--- config.mk ---
export PLATFORM = sky130hd
export DESIGN_NAME = iwi_top
export DESIGN_NICKNAME = d
export VERILOG_FILES = /design/src/hdl/iwi_pkg.sv /design/src/hdl/iwi_top.sv /design/src/hdl/iwi_irq.sv
export SDC_FILE = /design/constraint.sdc
export NUM_CORES = 1
export LEC_CHECK = 0
export BUFFER_PORTS_ARGS = -buffer_cell sky130_fd_sc_hd__buf_2
export CAP_MARGIN = 30
export CELL_PAD_IN_SITES_DETAIL_PLACEMENT = 1
export CELL_PAD_IN_SITES_GLOBAL_PLACEMENT = 2
export CORE_MARGIN = 8
export CORE_UTILIZATION = 34
export DETAILED_ROUTE_END_ITERATION = 16
export PLACE_DENSITY = 0.82
export SYNTH_ARGS = -nofsm -noshare
export SYNTH_HDL_FRONTEND = slang
export SYNTH_HIERARCHICAL = 1
export SYNTH_SLANG_ARGS = --single-unit
--- constraint.sdc ---
create_clock -name clk -period 4.6 [get_ports clk]
set_clock_uncertainty 0.1 [all_clocks]
set_input_delay 0 -clock clk [delete_from_list [all_inputs] [get_ports clk]]
set_output_delay 0 -clock clk [all_outputs]
set_load 0.05 [all_outputs]
--- src/hdl/iwi_pkg.sv ---
// Package of constants and types for the I/O window interrupt logic
package iwi_pkg;
  localparam int ADDR_W = 10;
  localparam int DATA_W = 8;
  localparam int BASE_LSB = 4;
  localparam int CNT_W = 12;
  // Window offsets
  localparam logic [3:0] OFS_CHA_DATA = 4'h0;
  localparam logic [3:0] OFS_CHA_CTRL = 4'h1;
  localparam logic [3:0] OFS_CHB_DATA = 4'h2;
  localparam logic [3:0] OFS_CHB_CTRL = 4'h3;
  localparam logic [3:0] OFS_COMM = 4'h4;
  localparam logic [3:0] OFS_CONFIG = 4'h5;
  localparam logic [3:0] OFS_RSV0 = 4'h6;
  localparam logic [3:0] OFS_RSV1 = 4'h7;
  localparam logic [3:0] OFS_INT_STAT = 4'h8;
  localparam logic [3:0] OFS_FIFO_STAT = 4'h9;
  localparam logic [3:0] OFS_FIFO_CTRL = 4'hA;
  localparam logic [3:0] OFS_PAT_CHAR = 4'hB;
  localparam logic [3:0] OFS_PAT_CNT = 4'hC;
  localparam logic [3:0] OFS_RX_TMO = 4'hD;
  localparam logic [3:0] OFS_RSV2 = 4'hE;
  localparam logic [3:0] OFS_RSV3 = 4'hF;
  // Field positions
  localparam int COMM_RLB_BIT = 0;
  localparam int CFG_SYNC_CTL_BIT = 0;
  localparam int CFG_SEL_LSB = 4;
  localparam int IST_SC_BIT = 0;
  localparam int IST_TX_BIT = 1;
  localparam int IST_RX_BIT = 2;
  localparam int IST_TEST_BIT = 3;
  localparam int IST_MASK_LSB = 4;
  localparam int FST_TX_BIT = 0;
  localparam int FST_RX_BIT = 1;
  // Reset and fixed values
  localparam logic [7:0] RST_REG = 8'h00;
  localparam logic [3:0] RST_MASK = 4'hF;
  localparam logic [7:0] RSV_READ = 8'hFF;
  localparam logic [7:0] CMD_RESET_IUS = 8'h38;
  // FIFO service threshold in bytes, shared by TX and RX
  localparam logic [CNT_W-1:0] FIFO_THRESH = 12'h200;
  // Interrupt source selection
  typedef enum logic [1:0] {
    SRC_SC = 2'b00,
    SRC_FIFO = 2'b01,
    SRC_TEST = 2'b11,
    SRC_NONE = 2'b10
  } iwi_src_type;
  typedef struct packed {
    logic [ADDR_W-1:0] addr;
    logic [DATA_W-1:0] wdata;
    logic wr;
    logic rd;
  } iwi_req_type;
  typedef struct packed {
    logic [1:0] reg_sel;
    logic [DATA_W-1:0] wdata;
    logic wr;
    logic rd;
  } iwi_sc_req_type;
endpackage

--- src/hdl/iwi_top.sv ---
// Top of the I/O window decode and interrupt logic
`timescale 1ns/1ns
`default_nettype none
module iwi_top
  import iwi_pkg::*;
(
  input wire logic clk,
  input wire logic rstn,
  input wire logic ce,
  input wire logic [ADDR_W-1:BASE_LSB] base_addr,
  input wire iwi_pkg::iwi_req_type host_req,
  output logic [DATA_W-1:0] rdata_r,
  output logic rhit_r,
  output iwi_pkg::iwi_sc_req_type sc_req,
  input wire logic [DATA_W-1:0] sc_rdata,
  input wire logic sc_irq,
  input wire logic [CNT_W-1:0] tx_free,
  input wire logic [CNT_W-1:0] rx_avail,
  input wire logic fifo_en,
  input wire logic test_irq,
  output logic irq_r,
  output logic sync_a_r,
  output logic sync_a_oe_r,
  output logic [DATA_W-1:0] comm_r,
  output logic [DATA_W-1:0] fifo_ctrl_r,
  output logic [DATA_W-1:0] pat_char_r,
  output logic [DATA_W-1:0] pat_cnt_r,
  output logic [DATA_W-1:0] rx_tmo_r,
  output logic iwi_cmd_ius_r
);
  import iwi_pkg::*;

  function automatic logic at_least(input logic [CNT_W-1:0] cnt);
    at_least = (cnt >= FIFO_THRESH);
  endfunction

  // Reset release through two flops
  logic rst_s1_r;
  logic rst_n_r;
  always_ff @(posedge clk or negedge rstn) begin
    if (!rstn) begin
      rst_s1_r <= 1'b0;
      rst_n_r <= 1'b0;
    end else begin
      rst_s1_r <= 1'b1;
      rst_n_r <= rst_s1_r;
    end
  end

  // Window decode
  logic hit;
  logic [3:0] ofs;
  logic wr_hit;
  logic rd_hit;
  logic sc_hit;
  assign ofs = host_req.addr[BASE_LSB-1:0];
  assign hit = (host_req.addr[ADDR_W-1:BASE_LSB] == base_addr);
  assign wr_hit = hit && host_req.wr && ce;
  assign rd_hit = hit && host_req.rd && ce;
  assign sc_hit = (ofs[3:2] == 2'b00);

  // Controller ports pass straight through; wr/rd strobes only on a window hit at offsets 0 to 3
  always_comb begin
    sc_req.reg_sel = ofs[1:0];
    sc_req.wdata = host_req.wdata;
    sc_req.wr = wr_hit && sc_hit;
    sc_req.rd = rd_hit && sc_hit;
  end

  // Card register state
  logic [DATA_W-1:0] cfg_r;
  logic [DATA_W-1:0] comm_nxt;
  logic [DATA_W-1:0] cfg_nxt;
  logic [DATA_W-1:0] fifo_ctrl_nxt;
  logic [DATA_W-1:0] pat_char_nxt;
  logic [DATA_W-1:0] pat_cnt_nxt;
  logic [DATA_W-1:0] rx_tmo_nxt;
  logic [DATA_W-1:0] rdata_nxt;
  logic rhit_nxt;
  logic sync_a_nxt;
  logic sync_a_oe_nxt;
  logic cmd_ius_nxt;
  logic [3:0] ist_clr;
  logic ist_mask_wr;
  logic [3:0] ist_status;
  logic [3:0] ist_mask;
  logic [3:0] events;
  logic tx_ok;
  logic rx_ok;
  logic irq_int;
  iwi_src_type src_sel;

  assign tx_ok = at_least(tx_free);
  assign rx_ok = at_least(rx_avail);
  assign src_sel = iwi_src_type'(cfg_r[CFG_SEL_LSB +: 2]);

  always_comb begin
    events = 4'h0;
    events[IST_SC_BIT] = sc_irq;
    events[IST_TX_BIT] = fifo_en && tx_ok;
    events[IST_RX_BIT] = fifo_en && rx_ok;
    events[IST_TEST_BIT] = test_irq;
  end

  // Register writes
  always_comb begin
    comm_nxt = comm_r;
    cfg_nxt = cfg_r;
    fifo_ctrl_nxt = fifo_ctrl_r;
    pat_char_nxt = pat_char_r;
    pat_cnt_nxt = pat_cnt_r;
    rx_tmo_nxt = rx_tmo_r;
    ist_clr = 4'h0;
    ist_mask_wr = 1'b0;
    cmd_ius_nxt = 1'b0;
    if (wr_hit) begin
      unique case (ofs)
        OFS_CHA_CTRL, OFS_CHB_CTRL: begin
          cmd_ius_nxt = (host_req.wdata == CMD_RESET_IUS);
        end
        OFS_COMM: comm_nxt = host_req.wdata;
        OFS_CONFIG: cfg_nxt = host_req.wdata;
        OFS_INT_STAT: begin
          ist_clr = host_req.wdata[3:0];
          ist_mask_wr = 1'b1;
        end
        OFS_FIFO_CTRL: fifo_ctrl_nxt = host_req.wdata;
        OFS_PAT_CHAR: pat_char_nxt = host_req.wdata;
        OFS_PAT_CNT: pat_cnt_nxt = host_req.wdata;
        OFS_RX_TMO: rx_tmo_nxt = host_req.wdata;
        default: cmd_ius_nxt = 1'b0;
      endcase
    end
  end

  // Read data, one cycle after the strobe
  always_comb begin
    rdata_nxt = rdata_r;
    rhit_nxt = rd_hit;
    if (rd_hit) begin
      unique case (ofs)
        OFS_CHA_DATA, OFS_CHA_CTRL, OFS_CHB_DATA, OFS_CHB_CTRL:
          rdata_nxt = sc_rdata;
        OFS_COMM: rdata_nxt = comm_r;
        OFS_CONFIG: rdata_nxt = cfg_r;
        OFS_INT_STAT: rdata_nxt = {ist_mask, ist_status};
        OFS_FIFO_STAT: begin
          rdata_nxt = 8'h00;
          rdata_nxt[FST_TX_BIT] = tx_ok;
          rdata_nxt[FST_RX_BIT] = rx_ok;
        end
        OFS_FIFO_CTRL: rdata_nxt = fifo_ctrl_r;
        OFS_PAT_CHAR: rdata_nxt = pat_char_r;
        OFS_PAT_CNT: rdata_nxt = pat_cnt_r;
        OFS_RX_TMO: rdata_nxt = rx_tmo_r;
        default: rdata_nxt = RSV_READ;
      endcase
    end
  end

  // Channel A alignment input control
  always_comb begin
    sync_a_oe_nxt = cfg_r[CFG_SYNC_CTL_BIT];
    sync_a_nxt = cfg_r[CFG_SYNC_CTL_BIT] && comm_r[COMM_RLB_BIT];
  end

  always_ff @(posedge clk or negedge rst_n_r) begin
    if (!rst_n_r) begin
      comm_r <= RST_REG;
      cfg_r <= RST_REG;
      fifo_ctrl_r <= RST_REG;
      pat_char_r <= RST_REG;
      pat_cnt_r <= RST_REG;
      rx_tmo_r <= RST_REG;
      rdata_r <= RST_REG;
      rhit_r <= 1'b0;
      sync_a_r <= 1'b0;
      sync_a_oe_r <= 1'b0;
      iwi_cmd_ius_r <= 1'b0;
      irq_r <= 1'b0;
    end else if (ce) begin
      comm_r <= comm_nxt;
      cfg_r <= cfg_nxt;
      fifo_ctrl_r <= fifo_ctrl_nxt;
      pat_char_r <= pat_char_nxt;
      pat_cnt_r <= pat_cnt_nxt;
      rx_tmo_r <= rx_tmo_nxt;
      rdata_r <= rdata_nxt;
      rhit_r <= rhit_nxt;
      sync_a_r <= sync_a_nxt;
      sync_a_oe_r <= sync_a_oe_nxt;
      iwi_cmd_ius_r <= cmd_ius_nxt;
      irq_r <= irq_int;
    end
  end

  iwi_irq u_irq (
    .clk(clk),
    .rst_n(rst_n_r),
    .ce(ce),
    .events(events),
    .clr(ist_clr),
    .mask_wr_val(host_req.wdata[IST_MASK_LSB +: 4]),
    .mask_wr(ist_mask_wr),
    .src_sel(src_sel),
    .status_r(ist_status),
    .mask_r(ist_mask),
    .irq_r(irq_int)
  );
endmodule
`default_nettype wire

--- src/hdl/iwi_irq.sv ---
// Interrupt status, mask and source selection of the I/O window
`timescale 1ns/1ns
`default_nettype none
module iwi_irq
  import iwi_pkg::*;
(
  input wire logic clk,
  input wire logic rst_n,
  input wire logic ce,
  input wire logic [3:0] events,
  input wire logic [3:0] clr,
  input wire logic [3:0] mask_wr_val,
  input wire logic mask_wr,
  input wire iwi_pkg::iwi_src_type src_sel,
  output logic [3:0] status_r,
  output logic [3:0] mask_r,
  output logic irq_r
);
  logic [3:0] status_nxt;
  logic [3:0] mask_nxt;
  logic irq_nxt;
  logic [3:0] sel_bits;

  always_comb begin
    // Sticky bits; a new event wins over a clear
    status_nxt = (status_r & ~clr) | events;
    mask_nxt = mask_wr ? mask_wr_val : mask_r;
    unique case (src_sel)
      SRC_SC: sel_bits = 4'h1 << IST_SC_BIT;
      SRC_FIFO: sel_bits = (4'h1 << IST_TX_BIT) | (4'h1 << IST_RX_BIT);
      SRC_TEST: sel_bits = 4'h1 << IST_TEST_BIT;
      SRC_NONE: sel_bits = 4'h0;
    endcase
    // Held while any selected unserviced bit with its mask_r bit set stands
    irq_nxt = |(status_r & mask_r & sel_bits);
  end

  always_ff @(posedge clk or negedge rst_n) begin
    if (!rst_n) begin
      status_r <= 4'h0;
      mask_r <= RST_MASK;
      irq_r <= 1'b0;
    end else if (ce) begin
      status_r <= status_nxt;
      mask_r <= mask_nxt;
      irq_r <= irq_nxt;
    end
  end
endmodule
`default_nettype wire

# Word-level counts from Yosys, hierarchy flattened
# Index checks and enable logic that the tools add are counted.
[totals] out_inout_bits=65 reg_bits=72 input_bits=64
[op_classes] n_eq_ne=16 mux=8 reduce_logical=23 n_lt_le_gt_ge=2 bitwise_logic=5
[ops] cell="8-bit case mux with 9 select lines" count=1
[ops] cell="4-bit == test (second input constant)" count=6
[ops] cell="12-bit by 10-bit greater-or-equal comparator with 1-bit output (second input constant)" count=2
[ops] cell="3-bit AND reduction" count=6
[ops] cell="4-bit case mux with 4 select lines" count=1
[ops] cell="4-bit bitwise AND" count=3
[ops] cell="1-bit logical AND" count=9
[ops] cell="4-bit by 2-bit == test with 1-bit output (second input constant)" count=2
[ops] cell="4-bit by 3-bit == test with 1-bit output (second input constant)" count=2
[ops] cell="8-bit by 6-bit == test with 1-bit output (second input constant)" count=1
[ops] cell="4-bit 2-to-1 mux" count=2
[ops] cell="4-bit OR reduction" count=2
[ops] cell="6-bit == test" count=1
[ops] cell="2-bit == test (second input constant)" count=2
[ops] cell="4-bit by 1-bit == test with 1-bit output (second input constant)" count=1
[ops] cell="2-bit logical NOT" count=2
[ops] cell="4-bit logical NOT" count=1
[ops] cell="1-bit 2-to-1 mux" count=4
[ops] cell="4-bit inverter" count=1
[ops] cell="4-bit OR" count=1
[ops] cell="2-bit AND reduction" count=2
[ops] cell="2-bit by 1-bit == test with 1-bit output (second input constant)" count=1
[ops] cell="2-bit OR reduction" count=1

# Depth between registers and ports, before layout
[depth] word_depth=7 ltp_mapped=7 mapped_depth_nobuf=6

# Hierarchy
# Netlist, hierarchy kept.
[modules_own_cells] module="iwi_top" cells_each=286 area_each_um2=3321.9 n_inst=1
[modules_own_cells] module="iwi_irq" cells_each=31 area_each_um2=391.6 n_inst=1

# Worst setup path before layout
# No wires, ideal clock.
[synth_timing] kind="register to register" from="reg rx_tmo_r[7]" to="reg rdata_r[7]" required_ns=4.375 setup_time_ns=0.125 arrival_ns=1.415 path_buffers=0 setup_slack_ns=2.960 stages_incl_launch_ff=5 cell_sequence="dfrtp_1 > a22o_1 > a211oi_1 > o22ai_1 > mux2_2"
[synth_between] elab_chain_len=1
[synth_lines] item="from (decl)" line="iwi_top.sv:28" source="output logic [DATA_W-1:0] rx_tmo_r,"
[synth_lines] item="from (signal assigned)" line="iwi_top.sv:187" source="rx_tmo_r <= rx_tmo_nxt;"
[synth_lines] item="8-bit case mux with 9 select lines" line="iwi_top.sv:141" source="unique case (ofs)"
[synth_lines] item="to (signal assigned)" line="iwi_top.sv:188" source="rdata_r <= rdata_nxt;"
[synth_lines] item="to (decl)" line="iwi_top.sv:12" source="output logic [DATA_W-1:0] rdata_r,"
# Every way passes these cells.
# A chain may end at the register's enable or synchronous reset.

# Worst setup path after layout
[layout_timing] from="in ce" to="reg pat_cnt_r[2]"
[layout_between] elab_chain_len=2
[layout_lines] item="from (decl)" line="iwi_top.sv:9" source="input wire logic ce,"
[layout_lines] item="1-bit logical AND" line="iwi_top.sv:58" source="assign wr_hit = hit && host_req.wr && ce;"
[layout_lines] item="3-bit AND reduction (no source line) (*)"
[layout_lines] item="to (signal assigned)" line="iwi_top.sv:186" source="pat_cnt_r <= pat_cnt_nxt;"
[layout_lines] item="to (decl)" line="iwi_top.sv:27" source="output logic [DATA_W-1:0] pat_cnt_r,"
# Every way passes the cells marked *; elsewhere a longest branch is shown, timed or not.

==> results <==
- The compound-gate portion of the synthesized area is 11.9%.
- The total power density per cell area is 320 nW/µm².
- Global routing finished with a remaining overflow of 0.
- For the worst-skew pair, the clock arrives at the later sink with an insertion delay of 340 ps.
- The final HPWL from detailed placement is 8750 µm.
- The number of nets still failing antenna checks after routing is 0.
- A synthesized cell averages 11.7 µm².
- The overall power of the completed layout is 1.51 mW.
- Synthesis inferred 72 register bits.
- The first-pass GRT wire length is 20300 µm.
- Summing the areas of all xor and xnor instances in the mapped netlist gives 1.42% of the synthesized area.
- The slew at the pin closest to its max-slew limit is 861 ps.
- The slowest stage of the critical path belongs to the cell nand3_1.
- For this configuration, the core starts out at a cell density of 34.6%.
- Clock tree synthesis selected as its root buffer the cell clkbuf_8.
- Sequential cells were found to cover 48.7% of the synthesized design area.
- Counting the buffers created by CTS gives 9.
- The final weighted congestion in routability-driven placement is 0.822.
- The share of the synthesized area in the top cell type is 45.8%.
- The startpoint type of the worst setup path is an input pin.
- The number of hold buffers added after CTS is 16.
- The number of cells produced by synthesis is 317.
- Traced cell by cell, the critical path runs through dlygate4sd3_1 -> buf_2 -> nand2_1 -> nor4_4 -> nand3_1 -> mux2_2.
- In the post-synthesis netlist, the biggest area contributors are dfrtp_1, mux2_2, dfstp_2, buf_4, nor2b_1.
- Setup repair after global routing left no endpoint under its margin.
- The maximum number of pins on one net before global-route repair is 37.
- The die covers 14500 µm².
- The first TritonRoute pass finished after 4 iterations.
- VDD sags by at most 0.130 mV.
- The final net count is 497.
- At the worst endpoint, the required time is 4730 ps.
- The dominant cell type by area after synthesis is dfrtp_1.
- The startpoint identified for the worst register-to-register timing path is rst_n_r$_DFF_PN0_.
- The initial antenna violation count came to 0.
- In the final routed layout, each cell accounts on average for 21.8 µm.
- The share of synthesized cell area in and, or, nand and nor gates is 13.2%.
- The cell area that synthesis handed to floorplanning was 3710 µm².
- The leakage power summed over all cells is 2.45 nW.
- Of the cells placed in the final design, the portion with a size suffix greater than 1 is 47.0%.
- The number of global-route vias before repair is 3516.
- Detailed routing inserted a total of 3142 vias.
- In this run the count of I/O pins placed on the die edge is 129.
- Once the clock tree was built, the resizer swapped 0 gates to a different size.
- CTS built an H-tree with a depth of 3.
- After Yosys synthesis, full adders, half adders and majority gates account for 0% of the synthesized area.
- By startpoint and endpoint, the worst setup path is classified as in -> reg.
- The endpoint identified for the worst register-to-register timing path is u_irq/mask_r[0]$_DFFE_PN1P_.
- The flow ran to the end, and the final reports show no timing, DRC or antenna violations.
- The multiplexer share of the synthesized area is 19.8%.
- The ratio of final minimum period to clock period is 52.3%.
- The count of different cell masters after synthesis is 52.
- The setup slack of the most critical reg-to-reg path is 3090 ps.
- The headroom to the max-slew limit is 42.4%.
- The clock-pin slew of the registers on the worst-case setup and hold paths is 80 ps.
- The floorplan has 38 rows.
- Among all flip-flop cells after synthesis, the most frequent one is dfrtp_1.
- The port buffer count is 110.
- The count of endpoints failing setup in the final report is 0.
- The area inside the core boundary is 10700 µm².
- The clock tree buffer depth is 2.
- The worst hold path passes through 4 cells.
- The hold path startpoint is tx_free[9].
- The routed via count divided by cell count is 5.44.
- The setup TNS is 0 ps.
- The die boundary height is 121 µm.
- The highest attainable clock frequency is 416 MHz.
- The final critical-path required period is 2410 ps.
- The number of sinks handled by clock tree synthesis is 72.
- Global routing used 17.9% of the available tracks across all layers.
- The number of max-slew violations in the final report is 0.
- In this run, the number of DRC markers left after iteration 0 of detailed routing was 142.
- The total wire length is 12600 µm.
- Along the worst path, the maximum fanout reaches 17.
- During synthesis, Yosys emitted a total of 6 warnings.
- The number of hold violations in the final report is 0.
- The arrival time reported for the critical path endpoint is 2530 ps.
- The post-CTS repair timing setup buffer count is 0.
- Yosys mapped a number of flops with a built-in enable equal to 0.
- The final antenna diode count is 0.
- For this run, the slowest stage of the critical path takes 610 ps.
- The worst hold path belongs to the class in -> reg.
- The worst hold path terminates at u_irq/status_r[1]$_DFFE_PN0P_.
- For this run, design rule violations remaining after detail routing come to 0.
- TritonCTS built the clock tree.
- The floorplan step set the die width to 121 µm.
- The async set or reset register ratio after synthesis is 100%.
- Max-cap violations in this run came to 0.
- By area, the combinational part of the netlist is dominated by multiplexers.
- The type of destination of the critical path is a flop.
- The area growth from synthesis to layout is 27.2%.
- Counting cells, the worst reg-to-reg path comes to 1.
- The number of nets handed over by synthesis was 381.
[metrics by stage]
step	cell area [µm²]	hold slack (ps)	setup slack [ps]	util (%)	cells
6_report	4720	23.8	2190	43.9	578
5_1_grt	4720	29.9	2130	43.9	578
4_1_cts	4720	20.2	2220	43.9	578
3_5_place_dp	4330	-306	1990	40.3	546
3_3_place_gp	4330	-316	2100	40.3	546
2_1_floorplan	3710	-396	2350	-	317
[critical path, delay by kind of cell]
kind,cells,cell delay [ps]
simple gates,3,1210
buf+inv,2,850
mux,1,470
[sequential cells by signal (all words and copies together) (netlist names), 4 cells and up]
name	cells
cfg_r	8
comm_r	8
fifo_ctrl_r	8
pat_char_r	8
pat_cnt_r	8
rdata_r	8
rx_tmo_r	8
u_irq/mask_r	4
u_irq/status_r	4
[per-layer routing]
metal	routed length, µm	GRT usage (%)	part of all wire [%]	vias to the layer above
met2	6130	29.2	49	88
met4	147	4.92	1.2	0
met5	0	0	0	-
met1	5730	23.6	46	1634
li1	-	-	-	1409
met3	570	3.50	4.5	11
[worst max-delay path by stage]
stage | from | end | slack, ps | cells after the start
after floorplan | rst_n_r$_DFF_PN0_ | cfg_r[0]$_DFFE_PN0P_ | 2350 | 0
after detailed placement | host_req[13] | pat_cnt_r[2]$_DFFE_PN0P_ | 1990 | 4
final | ce | pat_cnt_r[2]$_DFFE_PN0P_ | 2190 | 6
after global placement | host_req[13] | pat_cnt_r[5]$_DFFE_PN0P_ | 2100 | 4
after global routing | ce | pat_cnt_r[7]$_DFFE_PN0P_ | 2130 | 6
after CTS | ce | pat_cnt_r[2]$_DFFE_PN0P_ | 2220 | 6
[cell type report]
type                    instances  area, µm²
fillers                      1212       6020
flip-flops and latches         72       1810
multi-input cells             208       1720
repair buffers                130        741
well taps                     140        175
clock buffers                  10        138
clock inverters                 6       92.6
inverters                      12       45.0
[synthesized netlist by cell type, drive strengths merged, types with 4 or more instances]
cell type	count
nor4	6
o21ai	4
mux2	60
o22ai	7
a21oi	10
a22o	6
dfrtp	68
inv	12
and3	6
dfstp	4
and4	4
clkbuf	8
nand4	4
buf	17
nor2b	10
xor2	6
nand3	8
nor2	4
a31oi	9
nand2	14
mux2i	6
nor3	5
[cells in the final DEF (no fill, tap or decap), types with 4 or more instances in the layout]
| master | count |
|---|---|
| xor2_1 | 6 |
| a22o_1 | 6 |
| dfstp_2 | 4 |
| o22ai_1 | 7 |
| dlygate4sd3_1 | 16 |
| nor3_1 | 4 |
| inv_1 | 12 |
| and3_1 | 6 |
| dfrtp_1 | 67 |
| nand2_1 | 13 |
| o21ai_0 | 4 |
| buf_4 | 4 |
| a21oi_1 | 10 |
| buf_2 | 110 |
| nor4_1 | 4 |
| nor2_1 | 4 |
| mux2_2 | 60 |
| nor2b_1 | 10 |
| a31oi_1 | 9 |
| and4_1 | 4 |
| mux2i_1 | 6 |
| clkbuf_8 | 10 |
| nand3_1 | 6 |
[cell families after synthesis]
family,after synthesis
AOI/OAI and AO/OA,61
xor gates and xnor gates,6
buffers and inverters,37
DFF,72
muxes,66
other,1
and+or+nand+nor,74
[report_power, final]
group	leakage [nW]	internal [mW]	switching, mW
combinational	1.38	0.0752	0.185
sequential	0.959	0.654	0.0187
clock	0.109	0.322	0.256
total	2.45	1.05	0.460
(Power assumes the default switching activity.)
